`src/hw/pscr_pkg.sv`:
```
package pscr_pkg;

	localparam int unsigned ADDR_W = 9;
	localparam int unsigned DATA_W = 8;

	// register offsets
	localparam logic [8:0] OFS_REF_PATH_CTRL          = 9'h0_22;
	localparam logic [8:0] OFS_OSC_OUTPUT_LEVEL       = 9'h0_25;
	localparam logic [8:0] OFS_PUMP_BLEED_MAGNITUDE   = 9'h0_26;
	localparam logic [8:0] OFS_LOCK_WINDOW_BLEED_CTRL = 9'h0_27;
	localparam logic [8:0] OFS_LOCK_COUNT_CTRL        = 9'h0_28;
	localparam logic [8:0] OFS_BLEED_POLARITY_SYNC    = 9'h0_2a;
	localparam logic [8:0] OFS_MODULATOR_CTRL         = 9'h0_2b;
	localparam logic [8:0] OFS_LEVEL_LOOP_CTRL        = 9'h0_2c;
	localparam logic [8:0] OFS_BAND_SELECT_DIVIDER    = 9'h0_30;
	localparam logic [8:0] OFS_CAL_WAIT_LOW           = 9'h0_31;
	localparam logic [8:0] OFS_CAL_ADC_CTRL           = 9'h0_32;
	localparam logic [8:0] OFS_READBACK_SEL_LOCK_WAIT = 9'h0_33;
	localparam logic [8:0] OFS_CAL_TEST_MODE          = 9'h0_34;

	localparam logic [7:0] REG_RESET = 8'h00;
	localparam logic [7:0] RD_UNMAPPED = 8'h00;

	// field positions
	localparam int unsigned BIT_REF_DOUBLER   = 5;
	localparam int unsigned BIT_REF_HALVER    = 4;
	localparam int unsigned BIT_LOCK_PREC     = 5;
	localparam int unsigned BIT_GATED_OFFSET  = 4;
	localparam int unsigned BIT_OFFSET_ON     = 3;
	localparam int unsigned BIT_OSC_PD        = 2;
	localparam int unsigned BIT_LOCK_LOSS_ON  = 0;
	localparam int unsigned BIT_OFFSET_POL    = 5;
	localparam int unsigned BIT_SEL_REF_ALIGN = 3;
	localparam int unsigned BIT_HALF_LSB      = 5;
	localparam int unsigned BIT_AUX_MOD       = 4;
	localparam int unsigned BIT_MASK_CLR      = 2;
	localparam int unsigned BIT_MOD_PD        = 0;
	localparam int unsigned BIT_LEVEL_OFF     = 0;
	localparam int unsigned BIT_ADC_INPUT     = 7;
	localparam int unsigned BIT_ADC_FAST      = 5;
	localparam int unsigned BIT_ADC_CONT      = 4;
	localparam int unsigned BIT_ADC_CONV      = 3;
	localparam int unsigned BIT_ADC_EN        = 2;

	// multi-bit field bounds
	localparam int unsigned FLD_LEVEL_HI   = 1;
	localparam int unsigned FLD_LEVEL_LO   = 0;
	localparam int unsigned FLD_WIN_HI     = 7;
	localparam int unsigned FLD_WIN_LO     = 6;
	localparam int unsigned FLD_CNT_HI     = 2;
	localparam int unsigned FLD_CNT_LO     = 1;
	localparam int unsigned FLD_WAIT_UP_HI = 1;
	localparam int unsigned FLD_WAIT_UP_LO = 0;
	localparam int unsigned FLD_VIEW_HI    = 7;
	localparam int unsigned FLD_VIEW_LO    = 5;
	localparam int unsigned FLD_LWAIT_HI   = 4;
	localparam int unsigned FLD_LWAIT_LO   = 0;
	localparam int unsigned FLD_TEST_HI    = 7;
	localparam int unsigned FLD_TEST_LO    = 5;

	// lock window codes in ns
	localparam logic [3:0] WIN_NS_0 = 4'h5;
	localparam logic [3:0] WIN_NS_1 = 4'h6;
	localparam logic [3:0] WIN_NS_2 = 4'h8;
	localparam logic [3:0] WIN_NS_3 = 4'hc;
	// precision in tenths of ns
	localparam logic [5:0] PREC_FRAC_TENTHS = 6'h32;
	localparam logic [5:0] PREC_INT_TENTHS  = 6'h18;

	// lock counts in phase detector cycles
	localparam logic [13:0] LOCK_CNT_0 = 14'h0400;
	localparam logic [13:0] LOCK_CNT_1 = 14'h0800;
	localparam logic [13:0] LOCK_CNT_2 = 14'h1000;
	localparam logic [13:0] LOCK_CNT_3 = 14'h2000;

	localparam logic [1:0] LEVEL_MIN = 2'h0;
	localparam logic [1:0] LEVEL_MAX = 2'h3;

	localparam logic [2:0] VIEW_CHECKER  = 3'h0;
	localparam logic [2:0] VIEW_CORE     = 3'h1;
	localparam logic [2:0] VIEW_TEMP_ADC = 3'h5;
	localparam logic [7:0] CHECKER_PAT   = 8'h55;

	localparam logic [2:0] TEST_NORMAL   = 3'h0;
	localparam logic [2:0] TEST_CORE_OVR = 3'h2;
	localparam logic [2:0] TEST_VCAL_OVR = 3'h4;

	typedef enum logic [1:0] {
		PSCR_HUNT   = 2'b00,
		PSCR_LOCKED = 2'b01
	} pscr_lock_t;

	typedef struct packed {
		logic       wr;
		logic [8:0] addr;
		logic [7:0] wdata;
	} pscr_wr_t;

	typedef struct packed {
		logic       ref_doubler_on;
		logic       ref_halver_on;
		logic [1:0] osc_level_select;
		logic       osc_powerdown;
		logic [8:0] pump_offset;
		logic       pump_offset_active;
		logic [3:0] lock_window_ns;
		logic [5:0] lock_precision_tenths;
		logic       half_lsb_add;
		logic       modulator_powerdown;
		logic       modulator_mask_clear;
		logic       level_loop_on;
		logic [7:0] band_select_divider;
		logic [9:0] cal_wait_limit;
		logic [4:0] synth_lock_wait;
		logic       adc_input_tuning;
		logic       adc_enable;
		logic       adc_convert;
		logic       adc_continuous;
		logic       adc_fast;
		logic       core_override;
		logic       vcal_override;
		logic       ref_aligned_update;
	} pscr_ctrl_t;

endpackage

```
`src/hw/pscr_regs.sv`:
```
////////////////////////////////////////////////////////////////////////////
module pscr_regs
(
	input  wire logic                 i_clock,
	input  wire logic                 i_rst_b,
	input  wire pscr_pkg::pscr_wr_t   i_wr,
	input  wire logic [8:0]           i_rd_addr,
	input  wire logic                 i_pfd_tick,
	input  wire logic                 i_in_window,
	input  wire logic                 i_ref_present,
	input  wire logic                 i_ref_edge,
	input  wire logic                 i_int_word_update,
	input  wire logic [7:0]           i_core_band,
	input  wire logic [7:0]           i_temp_adc,
	output logic [7:0]                o_rd_data,
	output logic [7:0]                o_fsm_view,
	output logic                      o_lock,
	output logic                      o_update_strobe,
	output pscr_pkg::pscr_ctrl_t      o_ctrl
);
	import pscr_pkg::*;

	////////////////////////////////////////////////////////////////////////
	typedef struct packed {
		logic [7:0]  ref_path;
		logic [7:0]  osc_level;
		logic [7:0]  bleed_mag;
		logic [7:0]  lock_win;
		logic [7:0]  lock_cnt;
		logic [7:0]  bleed_pol;
		logic [7:0]  modulator;
		logic [7:0]  level_loop;
		logic [7:0]  band_div;
		logic [7:0]  wait_low;
		logic [7:0]  adc_ctrl;
		logic [7:0]  view_wait;
		logic [7:0]  test_mode;
		logic [7:0]  rd_data;
		logic [7:0]  fsm_view;
		logic [13:0] good_cnt;
		pscr_lock_t  lock_st;
		logic        lock;
		logic        upd_pend;
		logic        upd_strobe;
		logic        mask_clr;
		pscr_ctrl_t  ctrl;
	} pscr_state_t;

	pscr_state_t s_q;
	pscr_state_t s_d;
	logic [13:0] lock_target;

	////////////////////////////////////////////////////////////////////////
	always_comb
	begin
		s_d = s_q;
		s_d.upd_strobe = 1'b0;
		s_d.mask_clr = 1'b0;
		// plain register writes; a write to OFS_CAL_TEST_MODE also arms the update below
		if (i_wr.wr)
		begin
			unique case (i_wr.addr)
				OFS_REF_PATH_CTRL:          s_d.ref_path   = i_wr.wdata;
				OFS_OSC_OUTPUT_LEVEL:       s_d.osc_level  = i_wr.wdata;
				OFS_PUMP_BLEED_MAGNITUDE:   s_d.bleed_mag  = i_wr.wdata;
				OFS_LOCK_WINDOW_BLEED_CTRL: s_d.lock_win   = i_wr.wdata;
				OFS_LOCK_COUNT_CTRL:        s_d.lock_cnt   = i_wr.wdata;
				OFS_BLEED_POLARITY_SYNC:    s_d.bleed_pol  = i_wr.wdata;
				OFS_MODULATOR_CTRL:         s_d.modulator  = i_wr.wdata;
				OFS_LEVEL_LOOP_CTRL:        s_d.level_loop = i_wr.wdata;
				OFS_BAND_SELECT_DIVIDER:    s_d.band_div   = i_wr.wdata;
				OFS_CAL_WAIT_LOW:           s_d.wait_low   = i_wr.wdata;
				OFS_CAL_ADC_CTRL:           s_d.adc_ctrl   = i_wr.wdata;
				OFS_READBACK_SEL_LOCK_WAIT: s_d.view_wait  = i_wr.wdata;
				OFS_CAL_TEST_MODE:          s_d.test_mode  = i_wr.wdata;
				default:                    s_d.ref_path   = s_q.ref_path;
			endcase
		end
		// readback of stored values
		unique case (i_rd_addr)
			OFS_REF_PATH_CTRL:          s_d.rd_data = s_q.ref_path;
			OFS_OSC_OUTPUT_LEVEL:       s_d.rd_data = s_q.osc_level;
			OFS_PUMP_BLEED_MAGNITUDE:   s_d.rd_data = s_q.bleed_mag;
			OFS_LOCK_WINDOW_BLEED_CTRL: s_d.rd_data = s_q.lock_win;
			OFS_LOCK_COUNT_CTRL:        s_d.rd_data = s_q.lock_cnt;
			OFS_BLEED_POLARITY_SYNC:    s_d.rd_data = s_q.bleed_pol;
			OFS_MODULATOR_CTRL:         s_d.rd_data = s_q.modulator;
			OFS_LEVEL_LOOP_CTRL:        s_d.rd_data = s_q.level_loop;
			OFS_BAND_SELECT_DIVIDER:    s_d.rd_data = s_q.band_div;
			OFS_CAL_WAIT_LOW:           s_d.rd_data = s_q.wait_low;
			OFS_CAL_ADC_CTRL:           s_d.rd_data = s_q.adc_ctrl;
			OFS_READBACK_SEL_LOCK_WAIT: s_d.rd_data = s_q.view_wait;
			OFS_CAL_TEST_MODE:          s_d.rd_data = s_q.test_mode;
			default:                    s_d.rd_data = RD_UNMAPPED;
		endcase

		// oscillator state machine readback view
		unique case (s_q.view_wait[FLD_VIEW_HI:FLD_VIEW_LO])
			VIEW_CORE:     s_d.fsm_view = i_core_band;
			VIEW_TEMP_ADC: s_d.fsm_view = i_temp_adc;
			default:       s_d.fsm_view = CHECKER_PAT;
		endcase

		// digital lock detector
		unique case (s_q.lock_st)
			PSCR_HUNT:
			begin
				if (i_pfd_tick)
				begin
					if (!i_in_window)
						s_d.good_cnt = '0;
					else if (s_q.good_cnt + 14'h0001 >= lock_target)
					begin
						s_d.lock_st = PSCR_LOCKED;
						s_d.lock = 1'b1;
						s_d.good_cnt = '0;
					end
					else
						s_d.good_cnt = s_q.good_cnt + 14'h0001;
				end
			end
			PSCR_LOCKED:
			begin
				// drop on lost reference only when enabled
				if (s_q.lock_cnt[BIT_LOCK_LOSS_ON] && !i_ref_present)
				begin
					s_d.lock_st = PSCR_HUNT;
					s_d.lock = 1'b0;
				end
				else if (i_pfd_tick && !i_in_window)
				begin
					s_d.lock_st = PSCR_HUNT;
					s_d.lock = 1'b0;
				end
			end
			default:
			begin
				s_d.lock_st = PSCR_HUNT;
				s_d.lock = 1'b0;
			end
		endcase

		// update event, optionally aligned to reference
		if (s_q.upd_pend
		    && (!s_q.bleed_pol[BIT_SEL_REF_ALIGN] || i_ref_edge))
		begin
			s_d.upd_strobe = 1'b1;
			s_d.upd_pend = 1'b0;
		end
		// new arm in the release cycle survives
		if (i_wr.wr && i_wr.addr == OFS_CAL_TEST_MODE)
			s_d.upd_pend = 1'b1;

		// mask clear pulse on integer word update
		s_d.mask_clr = i_int_word_update
		               && s_q.modulator[BIT_MASK_CLR];

		// control outputs
		s_d.ctrl.ref_doubler_on = s_q.ref_path[BIT_REF_DOUBLER];
		s_d.ctrl.ref_halver_on  = s_q.ref_path[BIT_REF_HALVER];
		s_d.ctrl.osc_level_select =
			s_q.osc_level[FLD_LEVEL_HI:FLD_LEVEL_LO];
		s_d.ctrl.osc_powerdown = s_q.lock_win[BIT_OSC_PD];
		s_d.ctrl.pump_offset_active =
			s_q.lock_win[BIT_OFFSET_ON]
			&& (!s_q.lock_win[BIT_GATED_OFFSET] || s_q.lock);
		// sign bit: 1 negative, 0 positive
		s_d.ctrl.pump_offset = s_d.ctrl.pump_offset_active
			? {!s_q.bleed_pol[BIT_OFFSET_POL], s_q.bleed_mag}
			: 9'h0_00;
		unique case (s_q.lock_win[FLD_WIN_HI:FLD_WIN_LO])
			2'b00:   s_d.ctrl.lock_window_ns = WIN_NS_0;
			2'b01:   s_d.ctrl.lock_window_ns = WIN_NS_1;
			2'b10:   s_d.ctrl.lock_window_ns = WIN_NS_2;
			default: s_d.ctrl.lock_window_ns = WIN_NS_3;
		endcase
		s_d.ctrl.lock_precision_tenths = s_q.lock_win[BIT_LOCK_PREC]
			? PREC_INT_TENTHS : PREC_FRAC_TENTHS;
		s_d.ctrl.half_lsb_add = s_q.modulator[BIT_HALF_LSB]
			&& !s_q.modulator[BIT_AUX_MOD];
		s_d.ctrl.modulator_powerdown = s_q.modulator[BIT_MOD_PD];
		s_d.ctrl.modulator_mask_clear = s_q.mask_clr;
		s_d.ctrl.level_loop_on = !s_q.level_loop[BIT_LEVEL_OFF];
		s_d.ctrl.band_select_divider = s_q.band_div;
		s_d.ctrl.cal_wait_limit =
			{s_q.adc_ctrl[FLD_WAIT_UP_HI:FLD_WAIT_UP_LO], s_q.wait_low};
		s_d.ctrl.synth_lock_wait =
			s_q.view_wait[FLD_LWAIT_HI:FLD_LWAIT_LO];
		s_d.ctrl.adc_input_tuning = s_q.adc_ctrl[BIT_ADC_INPUT];
		s_d.ctrl.adc_enable     = s_q.adc_ctrl[BIT_ADC_EN];
		s_d.ctrl.adc_convert    = s_q.adc_ctrl[BIT_ADC_CONV];
		s_d.ctrl.adc_continuous = s_q.adc_ctrl[BIT_ADC_CONT];
		s_d.ctrl.adc_fast       = s_q.adc_ctrl[BIT_ADC_FAST];
		s_d.ctrl.core_override =
			s_q.test_mode[FLD_TEST_HI:FLD_TEST_LO] == TEST_CORE_OVR;
		s_d.ctrl.vcal_override =
			s_q.test_mode[FLD_TEST_HI:FLD_TEST_LO] == TEST_VCAL_OVR;
		s_d.ctrl.ref_aligned_update = s_q.upd_strobe;
	end

	always_comb
	begin
		unique case (s_q.lock_cnt[FLD_CNT_HI:FLD_CNT_LO])
			2'b00:   lock_target = LOCK_CNT_0;
			2'b01:   lock_target = LOCK_CNT_1;
			2'b10:   lock_target = LOCK_CNT_2;
			default: lock_target = LOCK_CNT_3;
		endcase
	end

	always_ff @(posedge i_clock or negedge i_rst_b)
	begin
		if (!i_rst_b)
			s_q <= '0;
		else
			s_q <= s_d;
	end

	assign o_rd_data       = s_q.rd_data;
	assign o_fsm_view      = s_q.fsm_view;
	assign o_lock          = s_q.lock;
	assign o_update_strobe = s_q.upd_strobe;
	assign o_ctrl          = s_q.ctrl;

	////////////////////////////////////////////////////////////////////////
	property p_doubler;
		@(posedge i_clock) disable iff (!i_rst_b)
		i_wr.wr && i_wr.addr == OFS_REF_PATH_CTRL
		|=> ##1 o_ctrl.ref_doubler_on == $past(i_wr.wdata[BIT_REF_DOUBLER], 2);
	endproperty
	a_doubler: assert property (p_doubler)
		else $error("doubler control mismatch");

	property p_bleed_gate;
		@(posedge i_clock) disable iff (!i_rst_b)
		!s_q.lock_win[BIT_OFFSET_ON] |=> !o_ctrl.pump_offset_active;
	endproperty
	a_bleed_gate: assert property (p_bleed_gate)
		else $error("bleed active while disabled");

	property p_window;
		@(posedge i_clock) disable iff (!i_rst_b)
		s_q.lock_win[FLD_WIN_HI:FLD_WIN_LO] == 2'b11
		&& $stable(s_q.lock_win)
		|=> o_ctrl.lock_window_ns == WIN_NS_3;
	endproperty
	a_window: assert property (p_window)
		else $error("lock window code wrong");

	property p_osc_pd;
		@(posedge i_clock) disable iff (!i_rst_b)
		$rose(s_q.lock_win[BIT_OSC_PD]) |=> o_ctrl.osc_powerdown;
	endproperty
	a_osc_pd: assert property (p_osc_pd)
		else $error("oscillator power down late");

	property p_lock_rise;
		@(posedge i_clock) disable iff (!i_rst_b)
		$rose(o_lock) |-> $past(i_pfd_tick) && $past(i_in_window);
	endproperty
	a_lock_rise: assert property (p_lock_rise)
		else $error("lock rose without good cycle");

	property p_lock_loss;
		@(posedge i_clock) disable iff (!i_rst_b)
		o_lock && s_q.lock_cnt[BIT_LOCK_LOSS_ON] && !i_ref_present
		|=> !o_lock;
	endproperty
	a_lock_loss: assert property (p_lock_loss)
		else $error("lock kept after reference loss");

	property p_align;
		@(posedge i_clock) disable iff (!i_rst_b)
		o_update_strobe && $past(s_q.bleed_pol[BIT_SEL_REF_ALIGN])
		|-> $past(i_ref_edge);
	endproperty
	a_align: assert property (p_align)
		else $error("update not aligned to reference");

	property p_half_lsb;
		@(posedge i_clock) disable iff (!i_rst_b)
		s_q.modulator[BIT_AUX_MOD] |=> !o_ctrl.half_lsb_add;
	endproperty
	a_half_lsb: assert property (p_half_lsb)
		else $error("half lsb with aux modulator");

	property p_mask;
		@(posedge i_clock) disable iff (!i_rst_b)
		i_int_word_update && s_q.modulator[BIT_MASK_CLR]
		|=> ##1 o_ctrl.modulator_mask_clear;
	endproperty
	a_mask: assert property (p_mask)
		else $error("mask clear missing");

	property p_level;
		@(posedge i_clock) disable iff (!i_rst_b)
		s_q.level_loop[BIT_LEVEL_OFF] |=> !o_ctrl.level_loop_on;
	endproperty
	a_level: assert property (p_level)
		else $error("level loop not off");

	property p_wait;
		@(posedge i_clock) disable iff (!i_rst_b)
		1'b1 |=> o_ctrl.cal_wait_limit
		         == {$past(s_q.adc_ctrl[FLD_WAIT_UP_HI:FLD_WAIT_UP_LO]),
		             $past(s_q.wait_low)};
	endproperty
	a_wait: assert property (p_wait)
		else $error("wait limit assembly wrong");

	property p_view;
		@(posedge i_clock) disable iff (!i_rst_b)
		s_q.view_wait[FLD_VIEW_HI:FLD_VIEW_LO] == VIEW_CHECKER
		|=> o_fsm_view == CHECKER_PAT;
	endproperty
	a_view: assert property (p_view)
		else $error("checkerboard view wrong");

	property p_level_sel;
		@(posedge i_clock) disable iff (!i_rst_b)
		1'b1 |=> o_ctrl.osc_level_select
		         == $past(s_q.osc_level[FLD_LEVEL_HI:FLD_LEVEL_LO]);
	endproperty
	a_level_sel: assert property (p_level_sel)
		else $error("oscillator level select wrong");

	property p_precision;
		@(posedge i_clock) disable iff (!i_rst_b)
		s_q.lock_win[BIT_LOCK_PREC]
		|=> o_ctrl.lock_precision_tenths == PREC_INT_TENTHS;
	endproperty
	a_precision: assert property (p_precision)
		else $error("integer precision not selected");

	property p_polarity;
		@(posedge i_clock) disable iff (!i_rst_b)
		s_q.lock_win[BIT_OFFSET_ON] && !s_q.lock_win[BIT_GATED_OFFSET]
		&& s_q.bleed_pol[BIT_OFFSET_POL]
		|=> o_ctrl.pump_offset == {1'b0, $past(s_q.bleed_mag)};
	endproperty
	a_polarity: assert property (p_polarity)
		else $error("positive bleed sign wrong");

	property p_adc_input;
		@(posedge i_clock) disable iff (!i_rst_b)
		1'b1 |=> o_ctrl.adc_input_tuning
		         == $past(s_q.adc_ctrl[BIT_ADC_INPUT]);
	endproperty
	a_adc_input: assert property (p_adc_input)
		else $error("adc input select wrong");

	property p_vcal;
		@(posedge i_clock) disable iff (!i_rst_b)
		s_q.test_mode[FLD_TEST_HI:FLD_TEST_LO] == TEST_VCAL_OVR
		|=> o_ctrl.vcal_override && !o_ctrl.core_override;
	endproperty
	a_vcal: assert property (p_vcal)
		else $error("voltage override mode wrong");

	property p_read;
		@(posedge i_clock) disable iff (!i_rst_b)
		i_rd_addr == OFS_MODULATOR_CTRL
		|=> o_rd_data == $past(s_q.modulator);
	endproperty
	a_read: assert property (p_read)
		else $error("read data not last written");

endmodule

```
`config.mk`:
```
export PLATFORM = sky130hd
export DESIGN_NAME = pscr_regs
export DESIGN_NICKNAME = d
export VERILOG_FILES = /design/src/hw/pscr_pkg.sv /design/src/hw/pscr_regs.sv
export SDC_FILE = /design/constraint.sdc
export NUM_CORES = 1
export LEC_CHECK = 0
export CAP_MARGIN = 5
export CORE_MARGIN = 3
export CORE_UTILIZATION = 48
export DETAILED_ROUTE_END_ITERATION = 12
export DONT_BUFFER_PORTS = 1
export GPL_ROUTABILITY_DRIVEN = 0
export GPL_TIMING_DRIVEN = 0
export PLACE_DENSITY = 0.74
export SLEW_MARGIN = 20
export SYNTH_ARGS = -nofsm -noshare
export SYNTH_HDL_FRONTEND = slang
export SYNTH_SLANG_ARGS = --single-unit
```
`constraint.sdc`:
```
create_clock -name i_clock -period 3.65 [get_ports i_clock]
set_input_delay 0.1825 -clock i_clock [delete_from_list [all_inputs] [get_ports i_clock]]
set_output_delay 0.1825 -clock i_clock [all_outputs]
set_load 0.005 [all_outputs]
```
==> summary.md <==
| Metric | Value |
|---|---|
| Yosys top cell area share | 55.8% |
| Ys async rst share | 100% |
| Failing checks | hold timing |
| Slew at the pin closest to its max-slew limit | 0.758 ns |
| Fin nets | 830 |
| H-tree depth | 4 |
| Mapped cell area | approximately 0.0087 sq mm |
| Flops & latches, synth | 195 |
| DRT Pass-1 Iters | 5 |
| Unrepaired setup endpoints after global routing | no |
| Sequential fraction of the synthesis area | a little under three fifths |
| Routed WL per cell | a little under 20 microns |
| Via density | 5.60 |
| Synth unique cells | 59 |
| Commonest non-fill, non-tap cell in the layout | dfrtp_1 |
| Synthesized instance count | 727 |
| Clock latency on the worst-skew pair | 0.43 ns |
| Die W | 141 microns |
| Max Clock Freq | about 0.29 GHz |
| Max-cap violation count | 0 |
| Die area | approximately 0.020 sq mm |
| Initial antenna violation count | 0 |
| Setup_tns | 0 ns |
| GRT Total Usage | 20.4% |
| Power per cell area | 432 mW/mm^2 |
| Yosys warning total | 0 |
| RR Endpoint | s_q[76]$_DFFE_PN0P_ |
| IO Count | 128 |
| Post-CTS Hold Buffers | 28 |
| WS Path Type | reg -> reg |
| CP max FO | 8 |
| DRC | 0 |
| First-pass GRT wire length | 31.2 mm |
| Ys flop type | dfrtp_1 |
| Core area | 0.0175 sq mm |
| Slowest stage delay, CP | 0.46 ns |
| Slowest CP cell | dfrtp_1 |
| Final setup violation count | 0 |
| Critical path startpoint category | register |
| Share of cells above drive strength 1 | approximately 30% |
| WHS | -0.544 ns |
| Worst path arrival time | 3.75 ns |
| Min Tclk post-route | approximately 3.4 ns |
| Worst-path cell chain | nand4_1 > nor2_2 > nand3_1 > o21a_1 > or2_2 > ha_1 > nand2b_1 > a21oi_1 > or4_1 > clkbuf_1 > inv_1 > nand2_1 > o31ai_1 |
| Final hold violations | just under 200 |
| Static leakage | 0.00474 uW |
| Die Ht | 141 microns |
| Req. time, crit path | approximately 4.0 ns |
| CTS tree | built |
| Root Driver | clkbuf_16 |
| Max_slew headroom | 49.3% |
| Worst R2R Setup Slack | 0.25 ns |
| Register area | slightly below 0.005 sq mm |
| Multi-input logic area | 0.00313 sq mm |
| Placed Instances | 953 |
| GR Overflow Total | 0 |
| Pins Over Slew Limit | 0 |
| Clk pin slew, worst setup/hold paths | 0.07 ns |
| CP endpoint kind | register |
| Clock Sinks | ~200 |
| FP Rows | 48 |
| Crit path from | s_q[71]$_DFFE_PN0P_ |
| Number of global-route vias before repair | 5,539 |
| Outcome | finished, violations left |
| Clk buf depth | 2 |
| Largest net degree at the start of global routing | 196 |
| Routed Antenna Nets | 0 |
| Area grow syn2layout | 13.0% |
| Synth area leader | dfrtp_1 |
| Clock Skew | 0.00956 ns |
| Number of cells on the worst reg-to-reg path | 13 |
| Seq pwr share | 52.7% |
| Post-detail-place hpwl | 13.5 mm |
| Wirelength, routed | 20.0 mm |
| Fill cell total of the finished layout | 1,483 |
| FF-to-FF Start | s_q[71]$_DFFE_PN0P_ |
| Commonest cells after routing, fill and taps aside | dfrtp_1, mux2_2, buf_4, nand2_1, clkbuf_1 |
| Worst VDD drop | 0.312 mV |
| P_sw | 978 uW |
| Num CTS Buffers | 17 |
| Worst Hold Class | in -> async |
| # diodes | 0 |
| Internal Pwr Total | around 3300 uW |
| Avg Inst Size Synth | between 10 and 15 sq um |
| Net Sw Frac | 22.9% |
| Logic gate share of total power | approximately 4.8% |
| Total power | 4270 uW |
| # port buffers | 0 |
| EDFF count, synth | 0 |
| Vias | between 5,000 and 6,000 |
| DRT iter0 DRCs | 483 |
| Tcrit/Tclk final | 93.3% |
| Top post-synthesis cells by area | dfrtp_1, mux2_2, buf_4 |
| Clock network power share | 42.5% |
| Final cell count without fillers | 1,013 |
| Starting Density | 49.9% |
[area by class of cell]
cell class / instances / share of cell area, %
Tap cell: 225 / 2.85
Multi-Input combinational cell: 414 / 31.7
Clock inverter: 12 / 1.23
Inverter: 10 / 0.380
Buffer: 109 / 7.07
Sequential cell: 195 / 49.4
Timing Repair Buffer: 28 / 2.84
Clock buffer: 20 / 4.52
[how the worst max path moves through the flow]
stage                     endpoint  slack, ns  depth (start not counted)
2_1_floorplan  s_q[70]$_DFFE_PN0P_       0.69                         14
3_3_place_gp   s_q[71]$_DFFE_PN0P_       0.26                         13
3_5_place_dp   s_q[69]$_DFFE_PN0P_       0.15                         14
4_1_cts        s_q[69]$_DFFE_PN0P_       0.13                         14
5_1_grt        s_q[76]$_DFFE_PN0P_      0.006                         13
6_report       s_q[76]$_DFFE_PN0P_       0.25                         13
[kinds of logic (layout without fill, tap and decap cells)]
kind of cell | Yosys count | in the layout | synth area share [%]
DFF | 195 | 195 | 55.8
and+or+nand+nor | 181 | 181 | 11.2
muxes | 129 | 129 | 16.5
buffers and inverters | 119 | 179 | 8.40
AOI/OAI and AO/OA | 94 | 94 | 7.07
adders and majority gates | 5 | 5 | 0.716
other | 2 | 3 | 0.0859
xor gates and xnor gates | 2 | 2 | 0.200
[metal layers]
layer  vias to the layer above  global-route usage [%]  wire, microns
met5                         -                       0              0
met1                      2830                    30.4           9190
met4                         0                    5.86            357
met2                       216                    30.3           9150
li1                       2587                       -              -
met3                        35                    4.65           1280
[flip-flops by register name, indices dropped and copies added, names as in the netlist]
register / flops
s_q: 85
o_ctrl: 57
s_d: 35
o_fsm_view: 8
o_rd_data: 8
o_lock: 1
o_update_strobe: 1
[power by group through the flow]
| stage | clock [uW] | combinational, uW | sequential [uW] |
|---|---|---|---|
| final | 1810 | 206 | 2250 |
| after global routing | 1940 | 223 | 2250 |
| after CTS | 1850 | 203 | 2250 |
| after detailed placement | 0 | 176 | 2290 |
| after global placement | 0 | 173 | 2290 |
| after floorplan | 0 | 137 | 2270 |
[critical path: cells and delay by family, from the launching register on]
family | cells | cell delay, ns
adders and majority gates | 1 | 0.31
DFF | 1 | 0.46
and+or+nand+nor | 7 | 1.61
buffers and inverters | 2 | 0.41
AOI/OAI and AO/OA | 3 | 0.53
[per-stage QoR]
step | area, sq um | utilization [%] | setup slack (ns)
floorplan | 8750 | - | 0.695
global placement | 9030 | 51.5 | 0.256
detailed placement | 9030 | 51.5 | 0.147
CTS | 9880 | 56.3 | 0.132
global route | 9880 | 56.3 | 0.00632
finish | 9880 | 56.3 | 0.246
[synth_stat cells, types with 3 or more instances]
cell type  number
inv_1          10
nand4_1         7
nand3_1        22
a21oi_1        11
a22oi_1        13
a221oi_1        4
o31ai_1         7
buf_4          76
and2_1         13
o211ai_1        3
nor2_1         23
nand2b_1        7
nor3b_1         6
nor4b_1         3
ha_1            5
nor2b_1         8
a22o_1          4
clkbuf_1       30
a31oi_1         5
a32oi_1         3
nand2_1        54
mux2i_1        15
nor3_1          9
and3_1          6
nand4b_1        3
o22ai_1         5
mux2_2        113
o21ai_0        28
dfrtp_1       195
[what timing repair did]
action                                  4_1_cts  5_1_grt
resized for setup                             0        3
endpoints found under the setup margin        0        8
endpoints found under the hold margin       231      195
buffers inserted                              0        0
Note: power is estimated with default switching activity, not from simulation.
